[src/hw/gim_pkg.sv]
package gim_pkg;
    localparam logic [7:0] GIM_ADDR_STATUS = 8'h41;
    localparam logic [7:0] GIM_ADDR_DEVICE = 8'h42;
    localparam logic [7:0] GIM_ADDR_LEVEL = 8'h43;
    localparam logic [7:0] GIM_ADDR_UC_MASK = 8'h44;
    localparam logic [7:0] GIM_ADDR_M12_MASK = 8'h45;
    localparam logic [7:0] GIM_ADDR_M3_MASK = 8'h46;
    // status bit positions
    localparam int GIM_ST_UC = 7;
    localparam int GIM_ST_M1 = 6;
    localparam int GIM_ST_M2 = 5;
    localparam int GIM_ST_M3 = 4;
    localparam int GIM_ST_THERM = 3;
    localparam int GIM_ST_SUPV = 2;
    localparam int GIM_ST_SYNC = 1;
    localparam int GIM_ST_PIN = 0;
    // user card mask bit positions
    localparam int GIM_UC_EARLY = 7;
    localparam int GIM_UC_NOANS = 6;
    localparam int GIM_UC_PROTECTION_FAULT_EVENT = 5;
    localparam int GIM_UC_SYNC = 4;
    localparam int GIM_UC_THERM = 3;
    localparam int GIM_UC_SUPV = 2;
    localparam int GIM_UC_PINALL = 1;
    localparam int GIM_UC_PRES = 0;
    // module one-two and module three mask positions
    localparam int GIM_M1_EARLY = 7;
    localparam int GIM_M2_EARLY = 4;
    localparam int GIM_MOD_SUPPLY = 1;
    localparam int GIM_USER_SUPPLY = 0;
    localparam int GIM_M3_EARLY = 7;
    localparam int GIM_PIN_MASK_LSB = 1;
    // level register layout and direction field in device register
    localparam int GIM_LVL_IN_LSB = 4;
    localparam int GIM_DIR_LSB = 2;
    localparam logic [3:0] GIM_OUT_RESET = 4'hf;
    localparam logic [3:0] GIM_DIR_RESET = 4'h0;
    localparam logic [7:0] GIM_MASK_RESET = 8'h00;
    localparam logic [7:0] GIM_STATUS_RESET = 8'h00;
endpackage : gim_pkg

[src/hw/gim_regs.sv]
`timescale 1ns/10ps
module gim_regs
    import gim_pkg::*;
(
    input wire logic mclk, // 125 MHz clock
    input wire logic rst, // sync reset, high
    input wire logic [7:0] reg_addr, // register address
    input wire logic reg_wr, // write strobe
    input wire logic [7:0] reg_wdata, // write data
    input wire logic reg_rd, // read strobe
    output logic [7:0] reg_rdata, // read data, next cycle
    input wire logic [2:0] uc_event, // user card early, no-answer, protection
    input wire logic uc_supply_fail, // user card supply failure
    input wire logic card_presence_change, // user card presence change
    input wire logic [2:0] secure_module_1, // early, no-answer, protection
    input wire logic [2:0] secure_module_2, // early, no-answer, protection
    input wire logic [2:0] secure_module_3, // early, no-answer, protection
    input wire logic [2:0] mod_supply_fail, // supply failure per module
    input wire logic thermal_event, // all cards off, over temperature
    input wire logic supervisor_fault, // all cards off, supply supervisor
    input wire logic sync_complete, // sync activation done
    input wire logic [3:0] pin_sense, // pin 4..1 pad levels
    output logic [3:0] pin_drive, // pin 4..1 drive levels
    output logic [3:0] pin_oe, // pin 4..1 drive enables
    output logic int_n // interrupt, low active
);
    logic [3:0] pin_meta_ff, pin_sync_ff, pin_prev_ff;
    logic [3:0] pin_level_out_ff, dir_ff;
    logic [7:0] uc_mask_ff, m12_mask_ff, m3_mask_ff, status_ff, rdata_ff;

    wire wr_level = reg_wr && reg_addr == GIM_ADDR_LEVEL;
    wire wr_dev = reg_wr && reg_addr == GIM_ADDR_DEVICE;
    wire wr_uc = reg_wr && reg_addr == GIM_ADDR_UC_MASK;
    wire wr_m12 = reg_wr && reg_addr == GIM_ADDR_M12_MASK;
    wire wr_m3 = reg_wr && reg_addr == GIM_ADDR_M3_MASK;
    wire rd_status = reg_rd && reg_addr == GIM_ADDR_STATUS;

    wire uc_hit = |(uc_event & ~uc_mask_ff[GIM_UC_EARLY -: 3])
        || (card_presence_change && !uc_mask_ff[GIM_UC_PRES])
        || (uc_supply_fail && !m12_mask_ff[GIM_USER_SUPPLY]);
    wire [8:0] mod_fault = {secure_module_1, secure_module_2, secure_module_3};
    wire [8:0] mod_fault_mask = {m12_mask_ff[GIM_M1_EARLY -: 3], m12_mask_ff[GIM_M2_EARLY -: 3],
        m3_mask_ff[GIM_M3_EARLY -: 3]};
    // modules 1..3 land on status bits 6..4, high slice first
    wire [2:0] mod_hit;
    genvar g;
    generate
        for (g = 0; g < 3; g = g + 1) begin : g_mod
            assign mod_hit[2 - g] = |(mod_fault[8 - 3 * g -: 3] & ~mod_fault_mask[8 - 3 * g -: 3])
                || (mod_supply_fail[g] && !m12_mask_ff[GIM_MOD_SUPPLY]);
        end
    endgenerate
    wire therm_hit = thermal_event && !uc_mask_ff[GIM_UC_THERM];
    wire supv_hit = supervisor_fault && !uc_mask_ff[GIM_UC_SUPV];
    wire sync_hit = sync_complete && !uc_mask_ff[GIM_UC_SYNC];
    // only pins set as input report changes
    wire [3:0] pin_change = (pin_sync_ff ^ pin_prev_ff) & dir_ff;
    wire pin_hit = !uc_mask_ff[GIM_UC_PINALL]
        && |(pin_change & ~m3_mask_ff[GIM_PIN_MASK_LSB +: 4]);
    wire [7:0] status_set = {uc_hit, mod_hit, therm_hit, supv_hit, sync_hit, pin_hit};
    // set wins over the read clear so no event is lost
    wire [7:0] nxt_status = (rd_status ? 8'h00 : status_ff) | status_set;

    // live levels in upper nibble, reserved device bits read zero
    wire [7:0] rd_mux = reg_addr == GIM_ADDR_STATUS ? status_ff
        : reg_addr == GIM_ADDR_DEVICE ? {2'b00, dir_ff, 2'b00}
        : reg_addr == GIM_ADDR_LEVEL ? {pin_sync_ff, pin_level_out_ff}
        : reg_addr == GIM_ADDR_UC_MASK ? uc_mask_ff
        : reg_addr == GIM_ADDR_M12_MASK ? m12_mask_ff
        : reg_addr == GIM_ADDR_M3_MASK ? {m3_mask_ff[7:1], 1'b0}
        : 8'h00;

    // two stages before any logic sees a pin
    always_ff @(posedge mclk) begin
        if (rst) begin
            pin_meta_ff <= 4'h0;
            pin_sync_ff <= 4'h0;
            pin_prev_ff <= 4'h0;
        end else begin
            pin_meta_ff <= pin_sense;
            pin_sync_ff <= pin_meta_ff;
            pin_prev_ff <= pin_sync_ff;
        end
    end

    always_ff @(posedge mclk) begin
        if (rst) begin
            pin_level_out_ff <= GIM_OUT_RESET;
            dir_ff <= GIM_DIR_RESET;
        end else begin
            // only the low nibble is writable
            if (wr_level) pin_level_out_ff <= reg_wdata[3:0];
            if (wr_dev) dir_ff <= reg_wdata[GIM_DIR_LSB +: 4];
        end
    end

    always_ff @(posedge mclk) begin
        if (rst) begin
            uc_mask_ff <= GIM_MASK_RESET;
            m12_mask_ff <= GIM_MASK_RESET;
            m3_mask_ff <= GIM_MASK_RESET;
        end else begin
            if (wr_uc) uc_mask_ff <= reg_wdata;
            if (wr_m12) m12_mask_ff <= reg_wdata;
            if (wr_m3) m3_mask_ff <= {reg_wdata[7:1], 1'b0};
        end
    end

    always_ff @(posedge mclk) begin
        if (rst) begin
            status_ff <= GIM_STATUS_RESET;
            rdata_ff <= 8'h00;
        end else begin
            status_ff <= nxt_status;
            if (reg_rd) rdata_ff <= rd_mux;
        end
    end

    assign reg_rdata = rdata_ff;
    assign pin_drive = pin_level_out_ff;
    assign pin_oe = ~dir_ff;
    // low while any summary bit set
    assign int_n = ~|status_ff;
endmodule : gim_regs

[config.mk]
export PLATFORM = sky130hd
export DESIGN_NAME = gim_regs
export DESIGN_NICKNAME = d
export VERILOG_FILES = /design/src/hw/gim_pkg.sv /design/src/hw/gim_regs.sv
export SDC_FILE = /design/constraint.sdc
export NUM_CORES = 1
export LEC_CHECK = 0
export BUFFER_PORTS_ARGS = -buffer_cell sky130_fd_sc_hd__buf_4
export CORE_MARGIN = 2
export CORE_UTILIZATION = 50
export DETAILED_ROUTE_END_ITERATION = 12
export PLACE_DENSITY_LB_ADDON = 0.3
export SYNTH_ARGS = -nofsm -noshare
export SYNTH_HDL_FRONTEND = slang
export SYNTH_SLANG_ARGS = --single-unit
[constraint.sdc]
create_clock -name mclk -period 2.35 [get_ports mclk]
set_clock_uncertainty 0.2 [all_clocks]
set_input_delay 0.235 -clock mclk [delete_from_list [all_inputs] [get_ports mclk]]
set_output_delay 0.235 -clock mclk [all_outputs]
set_load 0.005 [all_outputs]
# == Yosys cells after proc, flatten, opt, wreduce, memory -nomap -nowiden ==
# Index checks and enable logic that the tools add are counted.
# op_classes
n_eq_ne,6
mux,7
n_bitwise,14
reduce_logical,34
# ops
cell,n
two-way mux 8 bit,7
"== test 8 x 7 -> 1 bit, second input constant",6
logical AND 1 bit,15
bitwise AND 3 bit,4
inverter 3 bit,4
OR reduction 3 bit,4
bitwise AND 4 bit,2
zero test 1 bit,8
inverter 4 bit,2
OR 8 bit,1
OR reduction 8 bit,1
logical OR 1 bit,5
OR reduction 4 bit,1
bitwise XOR 4 bit,1
# totals
register_bits,59
input_bits,44
out_inout_bits,17

# == Longest topological paths before layout ==
# Gate-level depths: netlist of the first run.
# logic_depth
depth_word,7
mapped_depth,7
mapped_depth_nobuf,4

# == Worst setup path after synthesis of the first run ==
# No wires, ideal clock.
# synth_path
path_kind,input -> register
from,input reg_addr[1]
to,register pin_level_out_ff[0] (netlist: pin_drive[0])
setup_time_ps,120
arrival_ps,1351
setup_slack_ps,679
stages,4
path_cell_list,clkbuf_1 -> nor4bb_1 -> nand3_1 -> a211o_1
# synth_between
elab_chain_len,2
# synth_rtl
item,line,text
start: declaration,gim_regs.sv:7,"input wire logic [7:0] reg_addr,"
== test 8 x 7 -> 1 bit,gim_regs.sv:31,wire wr_level = reg_wr && reg_addr == GIM_ADDR_LEVEL;
logical AND 1 bit,gim_regs.sv:31,
end signal: assignment,gim_regs.sv:92,if (wr_level) pin_level_out_ff <= reg_wdata[3:0];
end: declaration,gim_regs.sv:28,"logic [3:0] pin_level_out_ff, dir_ff;"
# Every way passes these cells.
# A chain may end at the register's enable or synchronous reset.

# == Worst setup path after layout of the first run ==
# layout_path
from,input reg_addr[0]
to,register status_ff[4]
# layout_between
elab_chain_len,4
# layout_rtl
item,line,text
== test 8 x 7 -> 1 bit,gim_regs.sv:36,wire rd_status = reg_rd && reg_addr == GIM_ADDR_STATUS;
logical AND 1 bit,gim_regs.sv:36,
two-way mux 8 bit,gim_regs.sv:62,wire [7:0] nxt_status = (rd_status ? 8'h00 : status_ff) | status_set;
OR 8 bit,gim_regs.sv:62,
end signal: assignment,gim_regs.sv:114,status_ff <= nxt_status;
end: declaration,gim_regs.sv:29,"logic [7:0] uc_mask_ff, m12_mask_ff, m3_mask_ff, status_ff, rdata_ff;"
# Every way passes these cells.

==> results by group, run 1 <==
Drt
  • DRC errors left: 0
  • Drt pass-1 iters: 5
  • Vias per cell: 5.62
  • DR iter-0 viols: 251
  • Detail Route Antenna Nets: 0
  • Via count: 2598
  • Routed WL: 7400 um
  • Drt wl/cell: 16.0 um

Placed design
  • IO buf count: 60
  • Dpl hpwl: 5310 um
  • Placed insts: 432
  • RD Place Congestion: 0.961

Yosys
  • Asr flop ratio synth: 0%
  • Top cells by count, synth: dfxtp_1 (59), nor2_1 (40), mux2i_1 (29)
  • Cell Area, Synth: 0.00282 mm^2
  • Yosys cell types: 44
  • Top cell type's share of synthesized area: 41.9%
  • Post-synthesis register bit count: 59
  • Mapped Nets: 360
  • Cells after Synth: 316
  • Yosys warns: 0
  • Number of flops mapped to enable cells by yosys: 0
  • Synth area leaders: dfxtp_1 (42%), mux2i_1 (10%), nor2b_1 (6.2%)
  • Post-synth top flop: dfxtp_1
  • Syn avg cell area: 8.92 um^2
  • Register area share after synthesis: 41.9%
  • Most common cell in the synthesized netlist: dfxtp_1
  • Largest area contributor in the netlist: dfxtp_1

Power
  • Leakage: 1.64 nW
  • Total Power: 0.00209 W
  • P per Cell Area: 576 mW/mm^2
  • Peak supply drop: 467 uV

Setup path
  • Cell breakdown of the critical path: buf_4, nor2b_1, nand4_1, nand2_1, a31oi_1, dlygate4sd3_1
  • Setup CP Type: input pin to register
  • Worst reg2reg path startpoint: m12_mask_ff[1]$_SDFFE_PP0P_
  • Critical path arrival: 2.17 ns
  • CP max-delay cell: dlygate4sd3_1
  • Worst setup SP type: input pin
  • Worst Path Required: 2.38 ns
  • Crit path largest cell delay: 0.56 ns
  • CP max FO: 24
  • Crit. End Element: register
  • CP startpoint: reg_addr[0]

CTS
  • TritonCTS Buffers: 9
  • Clock Tree Buf Depth: 2
  • TritonCTS Sinks: 59
  • Post-cts sizing count: 0
  • Clock latency on the worst-skew pair: 0.35 ns
  • Clock transition at the registers of the reported paths: 0.07 ns
  • CTS tree: built
  • Htree depth: 3
  • Clk root buf: clkbuf_8
  • CTS Hold Bufs: 14
  • Setup bufs post-CTS: 0

Job
  • Max_cap viols: 0

Floorplanning
  • Die W: 79.1 um
  • Std cell rows: 27
  • Starting density of the core: 51.5%
  • Core Box Area: 0.00547 mm^2
  • Die height: 79.1 um
  • I/O pins: 61
  • Die area: 0.00625 mm^2

Global route
  • Largest net degree at the start of global routing: 53
  • GR Util All Layers: 25.4%
  • Global route overflow: 0
  • Initial antenna violation count: 0
  • First-pass GRT wire length: 12100 um
  • Vias in the first global route: 2438

STA
  • Fmax: 468 MHz
  • Slew Viols, Final: 0
  • Hold slack: 0.00143 ns
  • Tcrit/Tclk final: 90.8%
  • # setup viols final: 0
  • Final hold vios: 0
  • Unrepaired setup endpoints after global routing: false
  • Worst-margin pin slew: 0.528 ns
  • Fin crit period: 2.13 ns
  • Slew margin rel.: 64.6%
  • Setup_tns: 0 ns

Min path
  • Hold_sp: secure_module_1[2]
  • Worst Hold Class: input pin to register

Layout
  • # fillers: 469
  • Fin util: 66.3%
  • Multi-input logic area: 0.00146 mm^2
  • Nets: 429
  • Final non-filler cell total: 462
  • Share of post-route cells with drive strength above 1: 23.3%
  • Diode count: 0
  • Area Overhead vs Synth: 28.7%
  • FF+latch area: 0.00118 mm^2

Status
  • Result of the run: completed
-- flip-flops by register name, indices dropped and copies added, names as in the netlist --
name and cells:
m12_mask_ff 8, reg_rdata 8, status_ff 8, uc_mask_ff 8, m3_mask_ff 7, dir_ff 4, pin_drive 4, pin_meta_ff 4
pin_prev_ff 4, pin_sync_ff 4
-- layout by cell type (no fill, tap or decap), drive strengths merged, types with 5 or more instances in the layout --
master,instances
inv,29
nand2,8
a21oi,17
buf,62
mux2,6
mux2i,29
a22oi,5
dfxtp,59
nor2,40
a31oi,10
dlygate4sd3,14
o32ai,6
nand4,5
nand3,6
clkbuf,10
nor2b,28
-- final timing paths --
path | endpoint | slack [ns] | cells past startpoint
max | status_ff[4]$_SDFF_PP0_ | 0.22 | 6
min | status_ff[6]$_SDFF_PP0_ | 0.001 | 3
max reg2reg | status_ff[4]$_SDFF_PP0_ | 0.70 | 4
min reg2reg | pin_sync_ff[3]$_SDFF_PP0_ | 0.25 | 1
-- logic make-up after synthesis --
family,count (synthesis),share of synthesized area [%]
AOI/OAI and AO/OA,66,16.5
xor gates and xnor gates,4,1.24
buffers and inverters,46,6.39
DFF,59,41.9
and+or+nand+nor,106,21.3
muxes,35,12.7
-- metal layers --
metal | routed length, um | up-vias | part of all wire [%] | GRT usage (%)
li1 | - | 1247 | - | -
met1 | 3360 | 1245 | 45 | 33.4
met2 | 3550 | 95 | 48 | 41.0
met3 | 395 | 11 | 5.3 | 5.91
met4 | 96 | 0 | 1.3 | 8.97
met5 | 0 | - | 0 | 0
-- worst max-delay path, delay by kind of cell --
family                 cells  cell delay, ns
AO/OA/AOI/OAI              1            0.09
buffers and inverters      2            0.81
AND/OR/NAND/NOR            3            1.03
-- per-stage QoR --
step	instance area, um^2	setup slack (ns)
6_report	3630	0.215
3_3_place_gp	3300	0.367
5_1_grt	3630	0.120
2_1_floorplan	2820	0.679
4_1_cts	3630	0.262
3_5_place_dp	3300	0.335
-- layout make-up --
class                   count  area share (%)
flip-flops and latches     59            32.6
well taps                  72            2.48
clock inverters             6            1.38
multi-input cells         211            40.2
inverters                  28            2.90
clock buffers              10            3.79
repair buffers             76            16.7
-- where the power goes --
part	leakage, nW	switching [W]	internal [W]
registers	0.480	0.0000155	0.00102
logic	1.07	0.0000997	0.000104
clock network	0.0891	0.000437	0.000419
total	1.64	0.000552	0.00154
Power figures use the tool's default switching activity.
==> run 2: changes to the inputs <==
- CORE_MARGIN: 2 -> 8
==> results by group, run 2 (same netlist as run 1, synthesis figures left out) <==
Status
  • Result of the run: completed

STA
  • Final hold vios: 0 (unchanged)
  • Slew Viols, Final: 0 (unchanged)
  • Worst-margin pin slew: 0.560 ns (+0.0317 ns)
  • # setup viols final: 0 (unchanged)
  • Tcrit/Tclk final: 92.5% (+1.7 points)
  • Setup_tns: 0 ns (unchanged)
  • Unrepaired setup endpoints after global routing: false
  • Slew margin rel.: 62.7% (-2.0 points)
  • Hold slack: 0.0289 ns (+0.0275 ns)
  • Fin crit period: 2.17 ns (+0.0395 ns)
  • Fmax: 460 MHz (-1.8%)

Power
  • P per Cell Area: 611 mW/mm^2 (+6.0%)
  • Peak supply drop: 454 uV (-2.7%)
  • Leakage: 1.69 nW (+3.7%)

Global route
  • Most Crowded Layer GR: met2
  • Largest net degree at the start of global routing: 55 (+3.8%)
  • Global route overflow: 0 (unchanged)
  • Initial antenna violation count: 0 (unchanged)
  • Vias in the first global route: 2710 (+11%)
  • Grt met3 use: 6.26% (+0.35 points)
  • GR Util All Layers: 20.3% (-5.1 points)
  • Met2 Usage GRT: 31.9% (-9.1 points)
  • M1 GR Usage: 23.7% (-9.7 points)
  • First-pass GRT wire length: 13500 um (+11%)

CTS
  • Clock transition at the registers of the reported paths: 0.07 ns (about the same)
  • CTS tree: built
  • TritonCTS Buffers: 9 (unchanged)
  • Clock latency on the worst-skew pair: 0.35 ns (about the same)
  • Htree depth: 3 (unchanged)
  • Clock Tree Buf Depth: 2 (unchanged)
  • Clk root buf: clkbuf_8
  • Setup bufs post-CTS: 0 (unchanged)
  • TritonCTS Sinks: 59 (unchanged)

Setup path
  • Setup CP Type: input pin to register
  • CP max FO: 1 (-96%)
  • Worst Path Required: 2.38 ns (about the same)
  • Worst R2R Setup Slack: 0.23 ns (-0.47 ns)
  • CP max-delay cell: dlygate4sd3_1
  • Crit. End Element: register
  • Worst setup SP type: input pin
  • Crit path largest cell delay: 0.57 ns (about the same)
  • Critical path arrival: 2.21 ns (+0.04 ns)
  • R2R cell count: 5 (+1)
  • Worst reg2reg path startpoint: m12_mask_ff[1]$_SDFFE_PP0P_
  • Delay-heaviest family, CP: buffers and inverters
  • Critical path buffers and inverters: 4 (+2)
  • Crit path top cell by count: dlygate4sd3_1
  • FF-to-FF End: status_ff[4]$_SDFF_PP0_
  • Cell breakdown of the critical path: dlygate4sd3_1, buf_4, a22oi_1, dlygate4sd3_1, a31oi_1, dlygate4sd3_1

Drt
  • Detail Route Antenna Nets: 0 (unchanged)
  • Drt pass-1 iters: 5 (unchanged)
  • DRC errors left: 0 (unchanged)
  • Via count: 2685 (+3.3%)
  • Vias per cell: 5.71 (+1.6%)
  • Routed WL: 8350 um (+13%)
  • DR iter-0 viols: 283 (+13%)
  • Drt wl/cell: 17.8 um (+11%)

Floorplanning
  • Std cell rows: 27 (unchanged)
  • Die height: 91.1 um (+15%)
  • I/O pins: 61 (unchanged)
  • Die area: 0.00830 mm^2 (+33%)
  • Starting density of the core: 51.5% (unchanged)
  • Die W: 91.1 um (+15%)
  • Core Box Area: 0.00547 mm^2 (unchanged)

Placed design
  • RD Place Congestion: 0.857 (-11%)
  • IO buf count: 60 (unchanged)
  • Dpl hpwl: 5810 um (+9.3%)

Layout
  • FF+latch area: 0.00118 mm^2 (unchanged)
  • # fillers: 435 (-7.2%)
  • Area Overhead vs Synth: 32.8%
  • Commonest non-fill, non-tap cell in the layout: buf_4
  • Nets: 437 (+1.9%)
  • Commonest non-fill, non-tap cells in the layout: buf_4 (63), dfxtp_1 (59), nor2_1 (40)
  • Multi-input logic area: 0.00146 mm^2 (unchanged)
  • Diode count: 0 (unchanged)
  • Share of post-route cells with drive strength above 1: 23.1% (-0.22 points)

Min path
  • Worst Hold Path EP: status_ff[2]$_SDFF_PP0_
  • WHS Path Cells: 4 (+1)
  • Worst Hold Class: input pin to register
  • Hold_sp: supervisor_fault

Job
  • Max_cap viols: 0 (unchanged)
-- run 2: cell types whose count changed in the layout (fill, tap and decap cells not counted) --
cell	delta
bufinv_16	+2
dlygate4sd3_1	+7
inv_6	-1
clkinv_4	-2
clkinv_2	+1
buf_4	+1
-- run 2: worst max path at each step --
stage	from	end	slack [ns]	cells after the start
after floorplan	reg_addr[1]	pin_drive[0]$_SDFFE_PP1P_	0.68	4
final	mod_supply_fail[2]	status_ff[4]$_SDFF_PP0_	0.18	6
after detailed placement	reg_addr[5]	m12_mask_ff[2]$_SDFFE_PP0P_	0.32	5
after global routing	reg_addr[2]	status_ff[4]$_SDFF_PP0_	0.11	6
after global placement	reg_addr[5]	uc_mask_ff[4]$_SDFFE_PP0P_	0.37	5
after CTS	mod_supply_fail[2]	status_ff[4]$_SDFF_PP0_	0.18	6
-- run 2: repair_timing --
item                      4_1_cts  5_1_grt
hold buffers                   21        0
resized for setup               0        0
hold endpoints to repair       31        0
-- run 2: worst reg2reg max path: cells and delay by family (launching register included) --
family,cells,cell delay [ns]
AOI/OAI and AO/OA,2,0.22
buffers and inverters,3,1.22
DFF,1,0.37
-- run 2: area by class of cell --
cell class | instances | area share (%)
clock inverters | 6 | 2.37
flip-flops and latches | 59 | 31.6
well taps | 72 | 2.41
multi-input cells | 211 | 38.9
repair buffers | 84 | 18.2
clock buffers | 10 | 3.68
inverters | 28 | 2.81
-- run 2: stage by stage --
stage	total power (W)	cells	setup slack, ns	instance area, um^2	util [%]
after floorplan	0.00114	316	0.679	2820	-
after global placement	0.00124	433	0.373	3310	60.4
after detailed placement	0.00124	433	0.316	3310	60.4
after CTS	0.00230	470	0.180	3740	68.4
after global routing	0.00237	470	0.108	3740	68.4
final	0.00229	470	0.176	3740	68.4
-- run 2: where the power goes --
part           internal (W)  total, W  switching, W
logic              0.000111  0.000216      0.000105
clock network      0.000625   0.00104      0.000413
registers           0.00102   0.00103     0.0000155
-- run 2: layer usage --
metal  part of all wire, %  up-vias
met4                   3.0        0
met3                   7.6       24
met1                    41     1260
met5                     0        -
met2                    48      130
li1                      -     1271
==> run 3: changes to the inputs <==
- GPL_TIMING_DRIVEN: not set -> 0
- HOLD_SLACK_MARGIN: not set -> 0.03
- SETUP_SLACK_MARGIN: not set -> 0.2
==> results by group, run 3 (same netlist as run 1, synthesis figures left out) <==
Status
  • Result of the run: completed

STA
  • Worst-margin pin slew: 0.605 ns (+0.0447 ns)
  • Setup_tns: 0 ns (unchanged)
  • Unrepaired setup endpoints after global routing: false
  • Final hold vios: 0 (unchanged)
  • Slew margin rel.: 59.7% (-3.0 points)
  • Fin crit period: 1.88 ns (-0.299 ns)
  • Tcrit/Tclk final: 79.8% (-13 points)
  • # setup viols final: 0 (unchanged)
  • Slew Viols, Final: 0 (unchanged)
  • Hold slack: 0.0350 ns (+0.00608 ns)
  • Fmax: 533 MHz (+16%)

Setup path
  • Cell breakdown of the critical path: or4_1, nor2_1, buf_4
  • Critical path buffers and inverters: 1 (-3)
  • CP max FO: 4 (+3)
  • Crit path largest cell delay: 0.52 ns (-0.05 ns)
  • Critical path arrival: 1.44 ns (-0.77 ns)
  • Setup CP Type: register to output port
  • Worst setup SP type: register
  • Delay-heaviest family, CP: simple AND/OR/NAND/NOR gates
  • Crit. End Element: output port
  • Worst Path Required: 1.91 ns (-0.47 ns)
  • CP max-delay cell: or4_1

Global route
  • Vias in the first global route: 2642 (-2.5%)
  • Largest net degree at the start of global routing: 11 (-80%)
  • GR Util All Layers: 20.3% (-0.045 points)
  • First-pass GRT wire length: 13400 um (-0.66%)
  • Initial antenna violation count: 0 (unchanged)
  • Global route overflow: 0 (unchanged)

Job
  • Max_cap viols: 0 (unchanged)

Floorplanning
  • Die area: 0.00830 mm^2 (unchanged)
  • Die W: 91.1 um (unchanged)
  • Std cell rows: 27 (unchanged)
  • I/O pins: 61 (unchanged)
  • Starting density of the core: 51.5% (unchanged)
  • Core Box Area: 0.00547 mm^2 (unchanged)
  • Die height: 91.1 um (unchanged)

Layout
  • FF+latch area: 0.00118 mm^2 (unchanged)
  • Share of post-route cells with drive strength above 1: 22.0% (-1.1 points)
  • Final Instance Area: 0.00384 mm^2 (+2.7%)
  • Commonest non-fill, non-tap cells in the layout: buf_4 (59), dfxtp_1 (59), nor2_1 (40)
  • Nets: 453 (+3.7%)
  • Multi-input logic area: 0.00146 mm^2 (unchanged)
  • # fillers: 428 (-1.6%)
  • Diode count: 0 (unchanged)
  • Area Overhead vs Synth: 36.4%

Placed design
  • DP Area: 0.00334 mm^2 (+1.1%)
  • RD Place Congestion: 0.893 (+4.2%)
  • IO buf count: 58 (-3.3%)
  • Dpl hpwl: 6210 um (+6.9%)

CTS
  • Htree depth: 3 (unchanged)
  • Clock latency on the worst-skew pair: 0.34 ns (about the same)
  • TritonCTS Buffers: 9 (unchanged)
  • Clock transition at the registers of the reported paths: 0.07 ns (about the same)
  • Setup bufs post-CTS: 0 (unchanged)
  • TritonCTS Sinks: 59 (unchanged)
  • Clk root buf: clkbuf_8
  • CTS tree: built
  • Clock Tree Buf Depth: 2 (unchanged)

Drt
  • Routed WL: 8310 um (-0.54%)
  • DR iter-0 viols: 202 (-29%)
  • Vias per cell: 5.47 (-4.3%)
  • DRC errors left: 0 (unchanged)
  • Drt wl/cell: 17.1 um (-3.8%)
  • Detail Route Antenna Nets: 0 (unchanged)
  • Drt pass-1 iters: 4 (-1)
  • Via count: 2658 (-1.0%)

Power
  • P per Cell Area: 631 mW/mm^2 (+3.4%)
  • Peak supply drop: 443 uV (-2.5%)
  • Leakage: 1.75 nW (+3.0%)
  • Total Power: 0.00243 W (+6.2%)

Min path
  • Worst Hold Class: input pin to register
run 3: area by class of cell:
type	count	area share, %
Buffer	18	1.95
Clock buffer	12	4.30
Clock inverter	4	2.47
Inverter	28	2.73
Multi-Input combinational cell	211	37.9
Sequential cell	59	30.7
Tap cell	72	2.34
Timing Repair Buffer	82	17.6
run 3: final timing paths:
path	slack, ns	cells after the start	end	start
max reg2reg	0.58	4	status_ff[5]$_SDFF_PP0_	m12_mask_ff[2]$_SDFFE_PP0P_
min	0.04	4	status_ff[2]$_SDFF_PP0_	supervisor_fault
max	0.47	3	int_n	status_ff[4]$_SDFF_PP0_
min reg2reg	0.24	1	pin_sync_ff[3]$_SDFF_PP0_	pin_meta_ff[3]$_SDFF_PP0_
run 3: per-layer routing:
metal	up-vias	track usage, %	wire [um]
li1	1304	-	-
met1	1235	24.3	3650
met2	96	31.4	3820
met3	23	6.83	593
met4	0	10.9	244
met5	-	0	0
run 3: timing repair:
action | CTS | global route
hold buffers | 24 | 0
hold endpoints to repair | 36 | 0
gates resized for setup | 0 | 0
setup endpoints to repair | 0 | 0
run 3: metrics by stage:
| stage | cells | utilization, % | setup WS [ns] |
|---|---|---|---|
| global route | 486 | 70.3 | 0.392 |
| global placement | 446 | 61.1 | 0.359 |
| finish | 486 | 70.3 | 0.475 |
| floorplan | 316 | - | 0.679 |
| CTS | 486 | 70.3 | 0.457 |
| detailed placement | 446 | 61.1 | 0.293 |
run 3: worst min-delay path, cell delays in order:
cell and delay (ns):
buf_4 0.08, nor2b_1 0.11, a21oi_1 0.05, nor2_1 0.07
run 3: power breakdown:
group / internal [W] / switching, W / total [W]
logic: 0.000116 / 0.000109 / 0.000224
clock network: 0.000789 / 0.000382 / 0.00117
registers: 0.00102 / 0.0000149 / 0.00103
total: 0.00192 / 0.000506 / 0.00243
